$ cat src/include/motor_option_pkg.sv
// Purpose: Shared constants and carriers for the motor option configuration bank
// Assumes: 25 MHz core clock, byte-wide register port from the serial engine
// Notes:   Register reset values are plain defaults
package motor_option_pkg;
    // ==========================================================
    // Register offsets and reset values
    localparam logic [7:0] ADDR_ACCEL    = 8'h28;
    localparam logic [7:0] ADDR_DEADTIME = 8'h29;
    localparam logic [7:0] ADDR_SENSE    = 8'h2A;
    localparam logic [7:0] ADDR_FEEDBACK = 8'h2B;
    localparam logic [7:0] RST_ACCEL     = 8'h00;
    localparam logic [7:0] RST_DEADTIME  = 8'h00;
    localparam logic [7:0] RST_SENSE     = 8'h00;
    localparam logic [7:0] RST_FEEDBACK  = 8'h00;
    localparam logic [7:0] ACCEL_MASK    = 8'hFE;
    // ==========================================================
    // Field positions
    localparam int ACCEL_LIM_LSB = 4;
    localparam int LOCK_LIM_LSB  = 1;
    localparam int CL_LOCK_BIT   = 7;
    localparam int CL_ACCEL_LSB  = 4;
    localparam int DEADTIME_LSB  = 0;
    localparam int IPD_THR_LSB   = 4;
    localparam int OL_LOCK_BIT   = 3;
    localparam int VREG_BIT      = 2;
    localparam int IPD_RATE_LSB  = 0;
    localparam int FB_GATE_LSB   = 6;
    localparam int FB_RATIO_LSB  = 4;
    localparam int KT_WIN_LSB    = 2;
    localparam int SPD_MODE_BIT  = 1;
    localparam int CL_DIS_BIT    = 0;
    // ==========================================================
    // Scales and timing
    localparam logic [11:0] ACCEL_STEP_MA  = 12'h0C8;
    localparam logic [11:0] LOCK_STEP_MA   = 12'h190;
    localparam logic [11:0] IPD_STEP_MA    = 12'h0C8;
    localparam logic [12:0] TH_RANGE0_DHZ  = 13'h0008;
    localparam logic [12:0] TH_RANGE1_DHZ  = 13'h0080;
    localparam int CLK_HZ           = 25_000_000;
    localparam int CLK_NS           = 40;
    localparam int DEADTIME_STEP_NS = 40;
    localparam int DT_STEP_CYC = (DEADTIME_STEP_NS + CLK_NS - 1) / CLK_NS;
    localparam int IPD_HZ_0 = 12;
    localparam int IPD_HZ_1 = 24;
    localparam int IPD_HZ_2 = 47;
    localparam int IPD_HZ_3 = 95;
    localparam int IPD_CYC_0 = CLK_HZ / IPD_HZ_0;
    localparam int IPD_CYC_1 = CLK_HZ / IPD_HZ_1;
    localparam int IPD_CYC_2 = CLK_HZ / IPD_HZ_2;
    localparam int IPD_CYC_3 = CLK_HZ / IPD_HZ_3;
    localparam int ZC_TIMEOUT_MS  = 1000;
    localparam int ZC_TIMEOUT_CYC = ZC_TIMEOUT_MS * (CLK_HZ / 1000);
    // ==========================================================
    // Carriers
    typedef struct packed {
        logic       wr;
        logic       rd;
        logic [7:0] addr;
        logic [7:0] wdata;
    } reg_req_t;

    typedef struct packed {
        logic        accel_limit_en;
        logic [11:0] accel_limit_ma;
        logic [11:0] lock_limit_ma;
        logic        lock_closed_en;
        logic        lock_open_en;
        logic        accel_unlimited;
        logic [2:0]  accel_rate_code;
        logic [4:0]  deadtime_cycles;
        logic        ipd_en;
        logic [11:0] ipd_thr_ma;
        logic        vreg_3v3;
        logic [1:0]  ipd_rate;
        logic [1:0]  fb_gate;
        logic [1:0]  fb_ratio;
        logic        kt_high_x2;
        logic        kt_low_half;
        logic        speed_pwm_mode;
        logic        closed_loop_disable;
    } settings_t;
endpackage : motor_option_pkg

$ cat src/rtl/motor_option_config_bank.sv
// Purpose: Four option registers and the logic they steer directly
// Assumes: Serial engine presents one-cycle byte read and write strobes
// Notes:   Currents in mA, speeds in 0.1 Hz units
`timescale 1ns/1ns
`default_nettype none
module motor_option_config_bank
    import motor_option_pkg::*;
#(
    parameter int IPD_PERIOD_0 = IPD_CYC_0,
    parameter int IPD_PERIOD_1 = IPD_CYC_1,
    parameter int IPD_PERIOD_2 = IPD_CYC_2,
    parameter int IPD_PERIOD_3 = IPD_CYC_3,
    parameter int ZC_TIMEOUT   = ZC_TIMEOUT_CYC
) (
    // Clock and reset
    input  wire logic        mclk_i,
    input  wire logic        rst_i,
    // Register port
    input  wire reg_req_t    reg_req_i,
    output logic [7:0]       reg_rdata_o,
    // Motor engine status
    input  wire logic        closed_loop_i,
    input  wire logic        first_open_loop_i,
    input  wire logic        zero_cross_i,
    input  wire logic        elec_cycle_i,
    input  wire logic [4:0]  op2cl_code_i,
    input  wire logic [12:0] speed_dhz_i,
    input  wire logic [2:0]  hs_cmd_i,
    // Steered outputs
    output settings_t        settings_o,
    output logic [2:0]       hs_o,
    output logic [2:0]       ls_o,
    output logic             ipd_tick_o,
    output logic             speed_feedback_o,
    output logic             lock_closed_o,
    output logic             lock_open_o,
    output logic             go_closed_o,
    output logic [12:0]      op2cl_dhz_o
);
    logic [7:0] accel_reg;
    logic [7:0] deadtime_reg;
    logic [7:0] sense_reg;
    logic [7:0] feedback_reg;

    // ==========================================================
    // Register writes and reads
    always_ff @(posedge mclk_i) begin
        if (rst_i) begin
            accel_reg    <= RST_ACCEL;
            deadtime_reg <= RST_DEADTIME;
            sense_reg    <= RST_SENSE;
            feedback_reg <= RST_FEEDBACK;
        end else if (reg_req_i.wr) begin
            unique case (reg_req_i.addr)
                ADDR_ACCEL:    accel_reg    <= reg_req_i.wdata & ACCEL_MASK;
                ADDR_DEADTIME: deadtime_reg <= reg_req_i.wdata;
                ADDR_SENSE:    sense_reg    <= reg_req_i.wdata;
                ADDR_FEEDBACK: feedback_reg <= reg_req_i.wdata;
                default: ;
            endcase
        end
    end

    always_ff @(posedge mclk_i) begin
        if (rst_i) begin
            reg_rdata_o <= 8'h00;
        end else if (reg_req_i.rd) begin
            unique case (reg_req_i.addr)
                ADDR_ACCEL:    reg_rdata_o <= accel_reg;
                ADDR_DEADTIME: reg_rdata_o <= deadtime_reg;
                ADDR_SENSE:    reg_rdata_o <= sense_reg;
                ADDR_FEEDBACK: reg_rdata_o <= feedback_reg;
                default:       reg_rdata_o <= 8'h00;
            endcase
        end
    end

    // ==========================================================
    // Field decode
    function automatic settings_t decode(input logic [7:0] r0, input logic [7:0] r1,
                                         input logic [7:0] r2, input logic [7:0] r3);
        settings_t s;
        s = '0;
        s.accel_limit_en  = (r0[ACCEL_LIM_LSB +: 4] != 4'h0);
        s.accel_limit_ma  = 12'(r0[ACCEL_LIM_LSB +: 4]) * ACCEL_STEP_MA;
        s.lock_limit_ma   = (12'(r0[LOCK_LIM_LSB +: 3]) + 12'h001) * LOCK_STEP_MA;
        s.lock_closed_en  = r1[CL_LOCK_BIT];
        s.accel_unlimited = (r1[CL_ACCEL_LSB +: 3] == 3'h0);
        s.accel_rate_code = r1[CL_ACCEL_LSB +: 3];
        s.deadtime_cycles = 5'((5'(r1[DEADTIME_LSB +: 4]) + 5'h01) * 5'(DT_STEP_CYC));
        s.ipd_en          = (r2[IPD_THR_LSB +: 4] != 4'h0);
        s.ipd_thr_ma      = (12'(r2[IPD_THR_LSB +: 4]) + 12'h001) * IPD_STEP_MA;
        s.lock_open_en    = r2[OL_LOCK_BIT];
        s.vreg_3v3        = r2[VREG_BIT];
        s.ipd_rate        = r2[IPD_RATE_LSB +: 2];
        s.fb_gate         = r3[FB_GATE_LSB +: 2];
        s.fb_ratio        = r3[FB_RATIO_LSB +: 2];
        s.kt_high_x2      = r3[KT_WIN_LSB];
        s.kt_low_half     = r3[KT_WIN_LSB + 1];
        s.speed_pwm_mode  = r3[SPD_MODE_BIT];
        s.closed_loop_disable = r3[CL_DIS_BIT];
        return s;
    endfunction : decode

    always_ff @(posedge mclk_i) begin
        if (rst_i) begin
            settings_o <= decode(RST_ACCEL, RST_DEADTIME, RST_SENSE, RST_FEEDBACK);
        end else begin
            settings_o <= decode(accel_reg, deadtime_reg, sense_reg, feedback_reg);
        end
    end

    // ==========================================================
    // Dead time per phase
    genvar ph;
    generate
        for (ph = 0; ph < 3; ph++) begin : g_phase
            logic       applied;
            logic [4:0] dt_cnt;
            // Both gates off for dead time
            always_ff @(posedge mclk_i) begin
                if (rst_i) begin
                    applied   <= 1'b0;
                    dt_cnt    <= 5'h00;
                    hs_o[ph]  <= 1'b0;
                    ls_o[ph]  <= 1'b0;
                end else if (hs_cmd_i[ph] != applied) begin
                    applied   <= hs_cmd_i[ph];
                    dt_cnt    <= 5'h01;
                    hs_o[ph]  <= 1'b0;
                    ls_o[ph]  <= 1'b0;
                end else if (dt_cnt != 5'h00 && dt_cnt < settings_o.deadtime_cycles) begin
                    dt_cnt    <= dt_cnt + 5'h01;
                end else begin
                    dt_cnt    <= 5'h00;
                    hs_o[ph]  <= applied;
                    ls_o[ph]  <= ~applied;
                end
            end
        end
    endgenerate

    // ==========================================================
    // Inductive sense clock
    logic [21:0] ipd_cnt;
    logic [21:0] ipd_period;
    always_comb begin
        unique case (settings_o.ipd_rate)
            2'h0: ipd_period = 22'(IPD_PERIOD_0);
            2'h1: ipd_period = 22'(IPD_PERIOD_1);
            2'h2: ipd_period = 22'(IPD_PERIOD_2);
            2'h3: ipd_period = 22'(IPD_PERIOD_3);
        endcase
    end

    always_ff @(posedge mclk_i) begin
        if (rst_i || !settings_o.ipd_en) begin
            ipd_cnt    <= 22'h000000;
            ipd_tick_o <= 1'b0;
        end else if (ipd_cnt >= ipd_period - 22'h000001) begin
            ipd_cnt    <= 22'h000000;
            ipd_tick_o <= 1'b1;
        end else begin
            ipd_cnt    <= ipd_cnt + 22'h000001;
            ipd_tick_o <= 1'b0;
        end
    end

    // ==========================================================
    // Speed feedback output
    logic [1:0] fb_cnt;
    logic       fb_emit;
    logic       fb_allow;
    always_comb begin
        unique case (settings_o.fb_ratio)
            2'h0: fb_emit = 1'b1;
            2'h1: fb_emit = (fb_cnt != 2'h2);
            2'h2: fb_emit = (fb_cnt == 2'h0);
            2'h3: fb_emit = (fb_cnt == 2'h0);
        endcase
        unique case (settings_o.fb_gate)
            2'h0: fb_allow = 1'b1;
            2'h1: fb_allow = closed_loop_i;
            2'h2: fb_allow = closed_loop_i || first_open_loop_i;
            2'h3: fb_allow = 1'b0;
        endcase
    end

    always_ff @(posedge mclk_i) begin
        if (rst_i) begin
            fb_cnt           <= 2'h0;
            speed_feedback_o <= 1'b0;
        end else begin
            speed_feedback_o <= elec_cycle_i && fb_emit && fb_allow;
            if (elec_cycle_i) begin
                // Cycle count wraps at two or three
                if (fb_cnt == 2'h2 || (settings_o.fb_ratio == 2'h2 && fb_cnt == 2'h1)) begin
                    fb_cnt <= 2'h0;
                end else begin
                    fb_cnt <= fb_cnt + 2'h1;
                end
            end
        end
    end

    // ==========================================================
    // Stuck detection, one timer per loop state
    logic [24:0] zc_timer [2];
    logic [1:0]  zc_loop;
    assign zc_loop = {closed_loop_i, !closed_loop_i};
    genvar li;
    generate
        for (li = 0; li < 2; li++) begin : g_stuck
            // Timer restarts on each zero cross
            always_ff @(posedge mclk_i) begin
                if (rst_i || zero_cross_i || !zc_loop[li]) begin
                    zc_timer[li] <= 25'h0000000;
                end else if (zc_timer[li] < 25'(ZC_TIMEOUT)) begin
                    zc_timer[li] <= zc_timer[li] + 25'h0000001;
                end
            end
        end
    endgenerate

    // Timeout is long so one missed edge does not trip a lock
    always_ff @(posedge mclk_i) begin
        if (rst_i) begin
            lock_closed_o <= 1'b0;
            lock_open_o   <= 1'b0;
        end else begin
            lock_closed_o <= settings_o.lock_closed_en && closed_loop_i
                             && (zc_timer[1] >= 25'(ZC_TIMEOUT)) && !zero_cross_i;
            lock_open_o   <= settings_o.lock_open_en && !closed_loop_i
                             && (zc_timer[0] >= 25'(ZC_TIMEOUT)) && !zero_cross_i;
        end
    end

    // ==========================================================
    // Open to closed loop transfer
    always_ff @(posedge mclk_i) begin
        if (rst_i) begin
            op2cl_dhz_o <= 13'h0000;
            go_closed_o <= 1'b0;
        end else begin
            if (op2cl_code_i[4]) begin
                op2cl_dhz_o <= 13'((13'(op2cl_code_i[3:0]) + 13'h0001) * TH_RANGE1_DHZ);
            end else begin
                op2cl_dhz_o <= 13'(13'(op2cl_code_i[3:0]) * TH_RANGE0_DHZ);
            end
            go_closed_o <= !settings_o.closed_loop_disable && (op2cl_dhz_o != 13'h0000)
                           && (speed_dhz_i >= op2cl_dhz_o);
        end
    end
endmodule : motor_option_config_bank
`default_nettype wire

$ cat config.mk
export PLATFORM = sky130hd
export DESIGN_NAME = motor_option_config_bank
export DESIGN_NICKNAME = d
export VERILOG_FILES = /design/src/include/motor_option_pkg.sv /design/src/rtl/motor_option_config_bank.sv
export SDC_FILE = /design/constraint.sdc
export NUM_CORES = 1
export LEC_CHECK = 0
export BUFFER_PORTS_ARGS = -buffer_cell sky130_fd_sc_hd__buf_2
export CAP_MARGIN = 0
export CORE_MARGIN = 2
export CORE_UTILIZATION = 45
export DETAILED_ROUTE_END_ITERATION = 8
export PLACE_DENSITY = 0.65
export SYNTH_ARGS = -nofsm -noshare
export SYNTH_HDL_FRONTEND = slang
export SYNTH_SLANG_ARGS = --single-unit
$ cat constraint.sdc
create_clock -name mclk_i -period 4.5 [get_ports mclk_i]
set_input_delay 0.45 -clock mclk_i [delete_from_list [all_inputs] [get_ports mclk_i]]
set_output_delay 0.45 -clock mclk_i [all_outputs]
set_load 0.005 [all_outputs]
Yosys cells after proc, flatten, opt, wreduce, memory -nomap -nowiden
Memory sizes are Yosys's and may differ from the RTL's.
Index checks and enable logic that the tools add are counted.
{"block": "word_totals", "memories": 1, "ram_bits": 50, "out_inout_bits": 92, "word_cells": 177, "input_bits": 45, "register_bits": 165}
{"block": "op_classes", "addsub": 12, "magnitude_cmp": 9, "n_eq_ne": 19, "n_mux": 24, "n_bitwise": 9, "multipliers": 3, "n_reduce_logical": 49}
{"memory": "zc_timer", "words": 2, "word_bits": 25, "rd": 2, "rd_clocked_by_memory_dff": 0, "wr": 2, "line": "motor_option_config_bank.sv:208", "source": "logic [24:0] zc_timer [2];"}
{"op": "case mux 22 bit (4 select lines)", "count": 1}
{"op": "adder 25 x 1 -> 25 bit, second input constant", "count": 2}
{"op": ">= comparator 25 bit, second input constant", "count": 2}
{"op": "< comparator 25 bit, second input constant", "count": 2}
{"op": "2-to-1 mux 25 bit", "count": 2}
{"op": "== test 8 x 6 -> 1 bit, second input constant", "count": 4}
{"op": "case mux 8 bit (4 select lines)", "count": 1}
{"op": "adder 22 x 1 -> 22 bit, second input constant", "count": 1}
{"op": ">= comparator 22 bit", "count": 1}
{"op": "subtractor 22 x 1 -> 22 bit, second input constant", "count": 1}
{"op": "2-to-1 mux 1 bit", "count": 17}
{"op": "adder 4 x 1 -> 5 bit, second input constant", "count": 3}
{"op": "adder 5 x 1 -> 5 bit, second input constant", "count": 3}
{"op": "< comparator 5 bit", "count": 3}
{"op": "nonzero test 5 bit", "count": 3}
{"op": "== test 2 bit, second input constant", "count": 7}
{"op": "logical AND 1 bit", "count": 14}
{"op": "OR reduction 2 bit", "count": 7}
{"op": ">= comparator 13 bit", "count": 1}
{"op": "nonzero test 13 bit", "count": 1}
{"op": "multiplier 4 x 5 -> 9 bit, second input constant", "count": 1}
{"op": "multiplier 5 x 5 -> 9 bit, second input constant", "count": 1}
{"op": "OR reduction 3 bit", "count": 3}
{"op": "== test 2 x 1 -> 1 bit, second input constant", "count": 4}
{"op": "other kinds (16)", "count": 40}

Longest topological paths before layout
An unclocked memory read counts as a cell.
{"block": "depth", "ltp_word": 6, "depth_mapped": 11, "ltp_nobuf": 10}

Worst setup path before layout
No wires, ideal clock.
{"block": "synth_timing", "path_type": "register to register", "start": "reg settings_o[9] (netlist bit)", "end": "reg ipd_cnt[10]", "required_ps": 4368, "t_arrival_ps": 2409, "slack_ps": 1959, "path_buffers": 1, "period_less_slack_ps": 2541, "setup_time_ps": 132, "stages_incl_launch_ff": 11, "cell_sequence": "dfxtp_1 > inv_1 > ha_1 > inv_1 > ha_1 > ha_1 > a211oi_1 > o21a_1 > o211ai_1 > buf_2 > nor3_1"}
{"block": "synth_between", "elab_chain_len": 5, "word_cells_on_any_way": 8, "cone_classes": "add/sub (1); order compare (1); eq/ne (3); mux (1); reduce/logical (2)"}
{"element": "start, declared", "line": "motor_option_config_bank.sv:30", "source": "output settings_t settings_o,"}
{"element": "start signal, assigned", "line": "motor_option_config_bank.sv:107", "source": "settings_o <= decode(RST_ACCEL, RST_DEADTIME, RST_SENSE, RST_FEEDBACK);"}
{"element": "start signal, assigned", "line": "motor_option_config_bank.sv:109", "source": "settings_o <= decode(accel_reg, deadtime_reg, sense_reg, feedback_reg);"}
{"element": "== test 2 bit (tied with other cells)", "line": "motor_option_config_bank.sv:148", "source": "unique case (settings_o.ipd_rate)"}
{"element": "case mux 22 bit (4 select lines) *", "line": "motor_option_config_bank.sv:148"}
{"element": "subtractor 22 x 1 -> 22 bit *", "line": "motor_option_config_bank.sv:160", "source": "end else if (ipd_cnt >= ipd_period - 22'h000001) begin"}
{"element": ">= comparator 22 bit *", "line": "motor_option_config_bank.sv:160"}
{"element": "OR reduction 2 bit (no line) *"}
{"element": "end signal, assigned", "line": "motor_option_config_bank.sv:164", "source": "ipd_cnt <= ipd_cnt + 22'h000001;"}
{"element": "end, declared", "line": "motor_option_config_bank.sv:145", "source": "logic [21:0] ipd_cnt;"}
Every way passes the cells marked *; elsewhere a longest branch is shown, timed or not. The select of a mux whose other input is x is not followed.
A chain may end at the register's enable or synchronous reset.

Worst setup path after layout
{"block": "layout_timing", "start": "reg settings_o[9] (netlist bit)", "end": "reg ipd_cnt[16]"}
Same word-level chain as after synthesis.

==> impl_metrics.toml <==
[status]
outcome = "finished clean"

[power_and_ir_drop]
power.density_mw_per_mm2 = 333
switching_share_pct = 21.0
peakVddDrop_mv = 0.290
p_switching_uw = 830
p_int_uw = 3110
power_frac_seq_pct = 47.3
clkPwrFrac_pct = 48.9
p_leak_uw = 0.00525
power_frac_comb_pct = 3.8

[grt]
track_usage_pct = 17.7
grt_overflow_total = 0
grtUsageMet3_pct = 3.40
grt_first_pass_wirelength_um = 35500
grt_pass1_vias = 7286
antenna_found_initial = 0
grt_use_met2_pct = 30.5
grt_start_max_net_pins = 79
grt-busiest-layer = "met2"
met1_usage_pct = 23.1

[route]
drcViolationCount = 0
drtIter0Drc = 295
drt_first_pass_iters = 4
vias = 7408
routed_wl_um = 21500
wl_per_cell_um = 14.7
via_per_inst = 5.06
ant_nets = 0

[setup_path]
reg2reg_depth = 10
endpoint_kind = "register"
crit_fanout = 16
cp-start-kind = "register"
worstPathArrival_ns = 3.47
required_ns = 4.84
path_class = "reg -> reg"

[clock_tree]
cts_tree = "yes"
cts_buffers = 23
htreeDepth = 1
cts_setup_buffers = 0
numClockSinks = 201
clk_pin_slew_ns = 0.06
holdBufCountCts = 0
clk_latency_ns = 0.50
ctsResizeCount = 0
cts_max_path_buffers = 3
root_buffer = "clkbuf_16"

[synth]
synth_most_common_cell = "dfxtp_1"
syn_area_mm2 = 0.0103
synthDistinctLibCells = 62
synth_top_area_cell = "dfxtp_1"
syn_inst = 1048
synth_top_family_by_area = "simple AND/OR/NAND/NOR gates"
async_flop_share_pct = 0
synth_mux_area_share_pct = 3.72
ys.flop_type = "dfxtp_1"
synth_edf_count = 50
synth.avg_cell_area_um2 = 9.79
synthTopCellsByArea = "dfxtp_1, edfxtp_1, ha_1"
ys.warnings.count = 0
synth_top_area_share_pct = 29.5
ys_seq_elements = 201
synth_common_cells = "dfxtp_1, nor2_1, ha_1"
synth_compound_area_share_pct = 6.09
ys_seq_area_share_pct = 44.1
synthAdderAreaFrac_pct = 12.7
yosys.area_share.simple_pct = 20.6
synthXorXnorAreaFrac_pct = 8.03

[timing]
tns_ns = 0
tightest_slew_ns = 0.797
fin_skew_ns = 0.00725
drv_slew = 0
finalHoldViolCount = 0
setup_violations = 0
rsz0062_at_grt = "no"
hold_slack_ns = 0.164
slew_headroom_pct = 46.8
min_period_over_period_pct = 69.6
final.min_clock_period_ns = 3.13
clock.fmax_mhz = 319

[die]
die_y_um = 155
start_util_pct = 45.6
die_w_um = 155
ioPinCount = 137
core_mm2 = 0.0225
rows = 55
die_area_mm2 = 0.0240

[layout]
nNetsFinal = 1314
synthToLayoutAreaGrowth_pct = 15.4
diodes = 0
n_fill_cell = 2060
reg_top3 = "settings_o: 50 flops, zc_timer: 50 flops, ipd_cnt: 22 flops"
drive_above_1_share_pct = 15.3

[placed_design]
dp_hpwl_um = 15700
numPortBuffers = 122
routabilityCongestion = 0.827

[worst_hold_path]
min_path_cells = 2
hp-class = "in -> reg"

[job]
cap_violations = 0
-- placed cells by master (no fill, tap or decap), drive strengths merged, types with 5 or more instances in the layout --
cell type,n
o21ai,26
nand2b,7
ha,101
a31oi,5
dfxtp,151
clkinv,5
and3,17
buf,125
a21o,7
nor4,19
a21oi,35
nor2b,32
nor3,40
xor2,55
nand4,21
a22oi,8
nor2,119
clkbuf,31
edfxtp,50
mux2i,37
inv,60
conb,15
nand2,65
nand3,52
and2,14
xnor2,39
-- worst max-delay path, stage by stage, from the launching register on --
cell and delay, ns:
dfxtp_1 0.53, inv_1 0.18, ha_1 0.44, inv_1 0.10
ha_1 0.28, nand2_1 0.04, nor4_1 0.38, nand2_1 0.09
o211ai_1 0.54, buf_4 0.33, nor3_1 0.08
-- cell type report --
cell class / instances / area, um^2 / area share, %
Multi-Input combinational cell: 756 / 5300 / 44.8
Clock inverter: 8 / 93.8 / 0.793
Timing Repair Buffer: 125 / 636 / 5.37
Sequential cell: 201 / 4520 / 38.2
Clock buffer: 31 / 699 / 5.91
Inverter: 59 / 221 / 1.87
Tap cell: 285 / 357 / 3.01
-- per-stage QoR --
stage	cell area (um^2)	setup WS, ns	instances	utilization [%]	power [uW]
after detailed placement	11000	1.37	1426	49.1	2060
after CTS	11800	1.35	1465	52.6	3990
final	11800	1.37	1465	52.6	3940
after floorplan	10300	1.96	1061	-	2010
after global placement	11000	1.44	1426	49.1	2050
after global routing	11800	1.09	1465	52.6	4080
-- cell families after synthesis --
family | count (synthesis)
other | 2
xor gates and xnor gates | 94
adders and majority gates | 103
and+or+nand+nor | 405
muxes | 38
DFF | 201
buffers and inverters | 104
AOI/OAI and AO/OA | 101
-- power by group through the flow --
| stage | Sequential (uW) | Clock, uW | Combinational (uW) |
|---|---|---|---|
| floorplan | 1900 | 0 | 104 |
| CTS | 1870 | 1980 | 151 |
| global placement | 1910 | 0 | 147 |
| finish | 1870 | 1930 | 149 |
| global route | 1870 | 2050 | 169 |
| detailed placement | 1910 | 0 | 151 |
-- routing by layer --
layer | up-vias | wire length [um]
li1 | 3826 | -
met3 | 27 | 1060
met4 | 0 | 334
met1 | 3423 | 10000
met2 | 132 | 10100
met5 | - | 0
-- final timing paths --
kind / start / end / slack, ns
worst max-delay path: settings_o[9] / ipd_cnt[16] / 1.37
worst min-delay path: op2cl_code_i[0] / op2cl_dhz_o[7] / 0.16
worst max register to register: settings_o[9] / ipd_cnt[16] / 1.37
worst min register to register: reg_rdata_o[7] / reg_rdata_o[7] / 0.45
(Power assumes the default switching activity.)
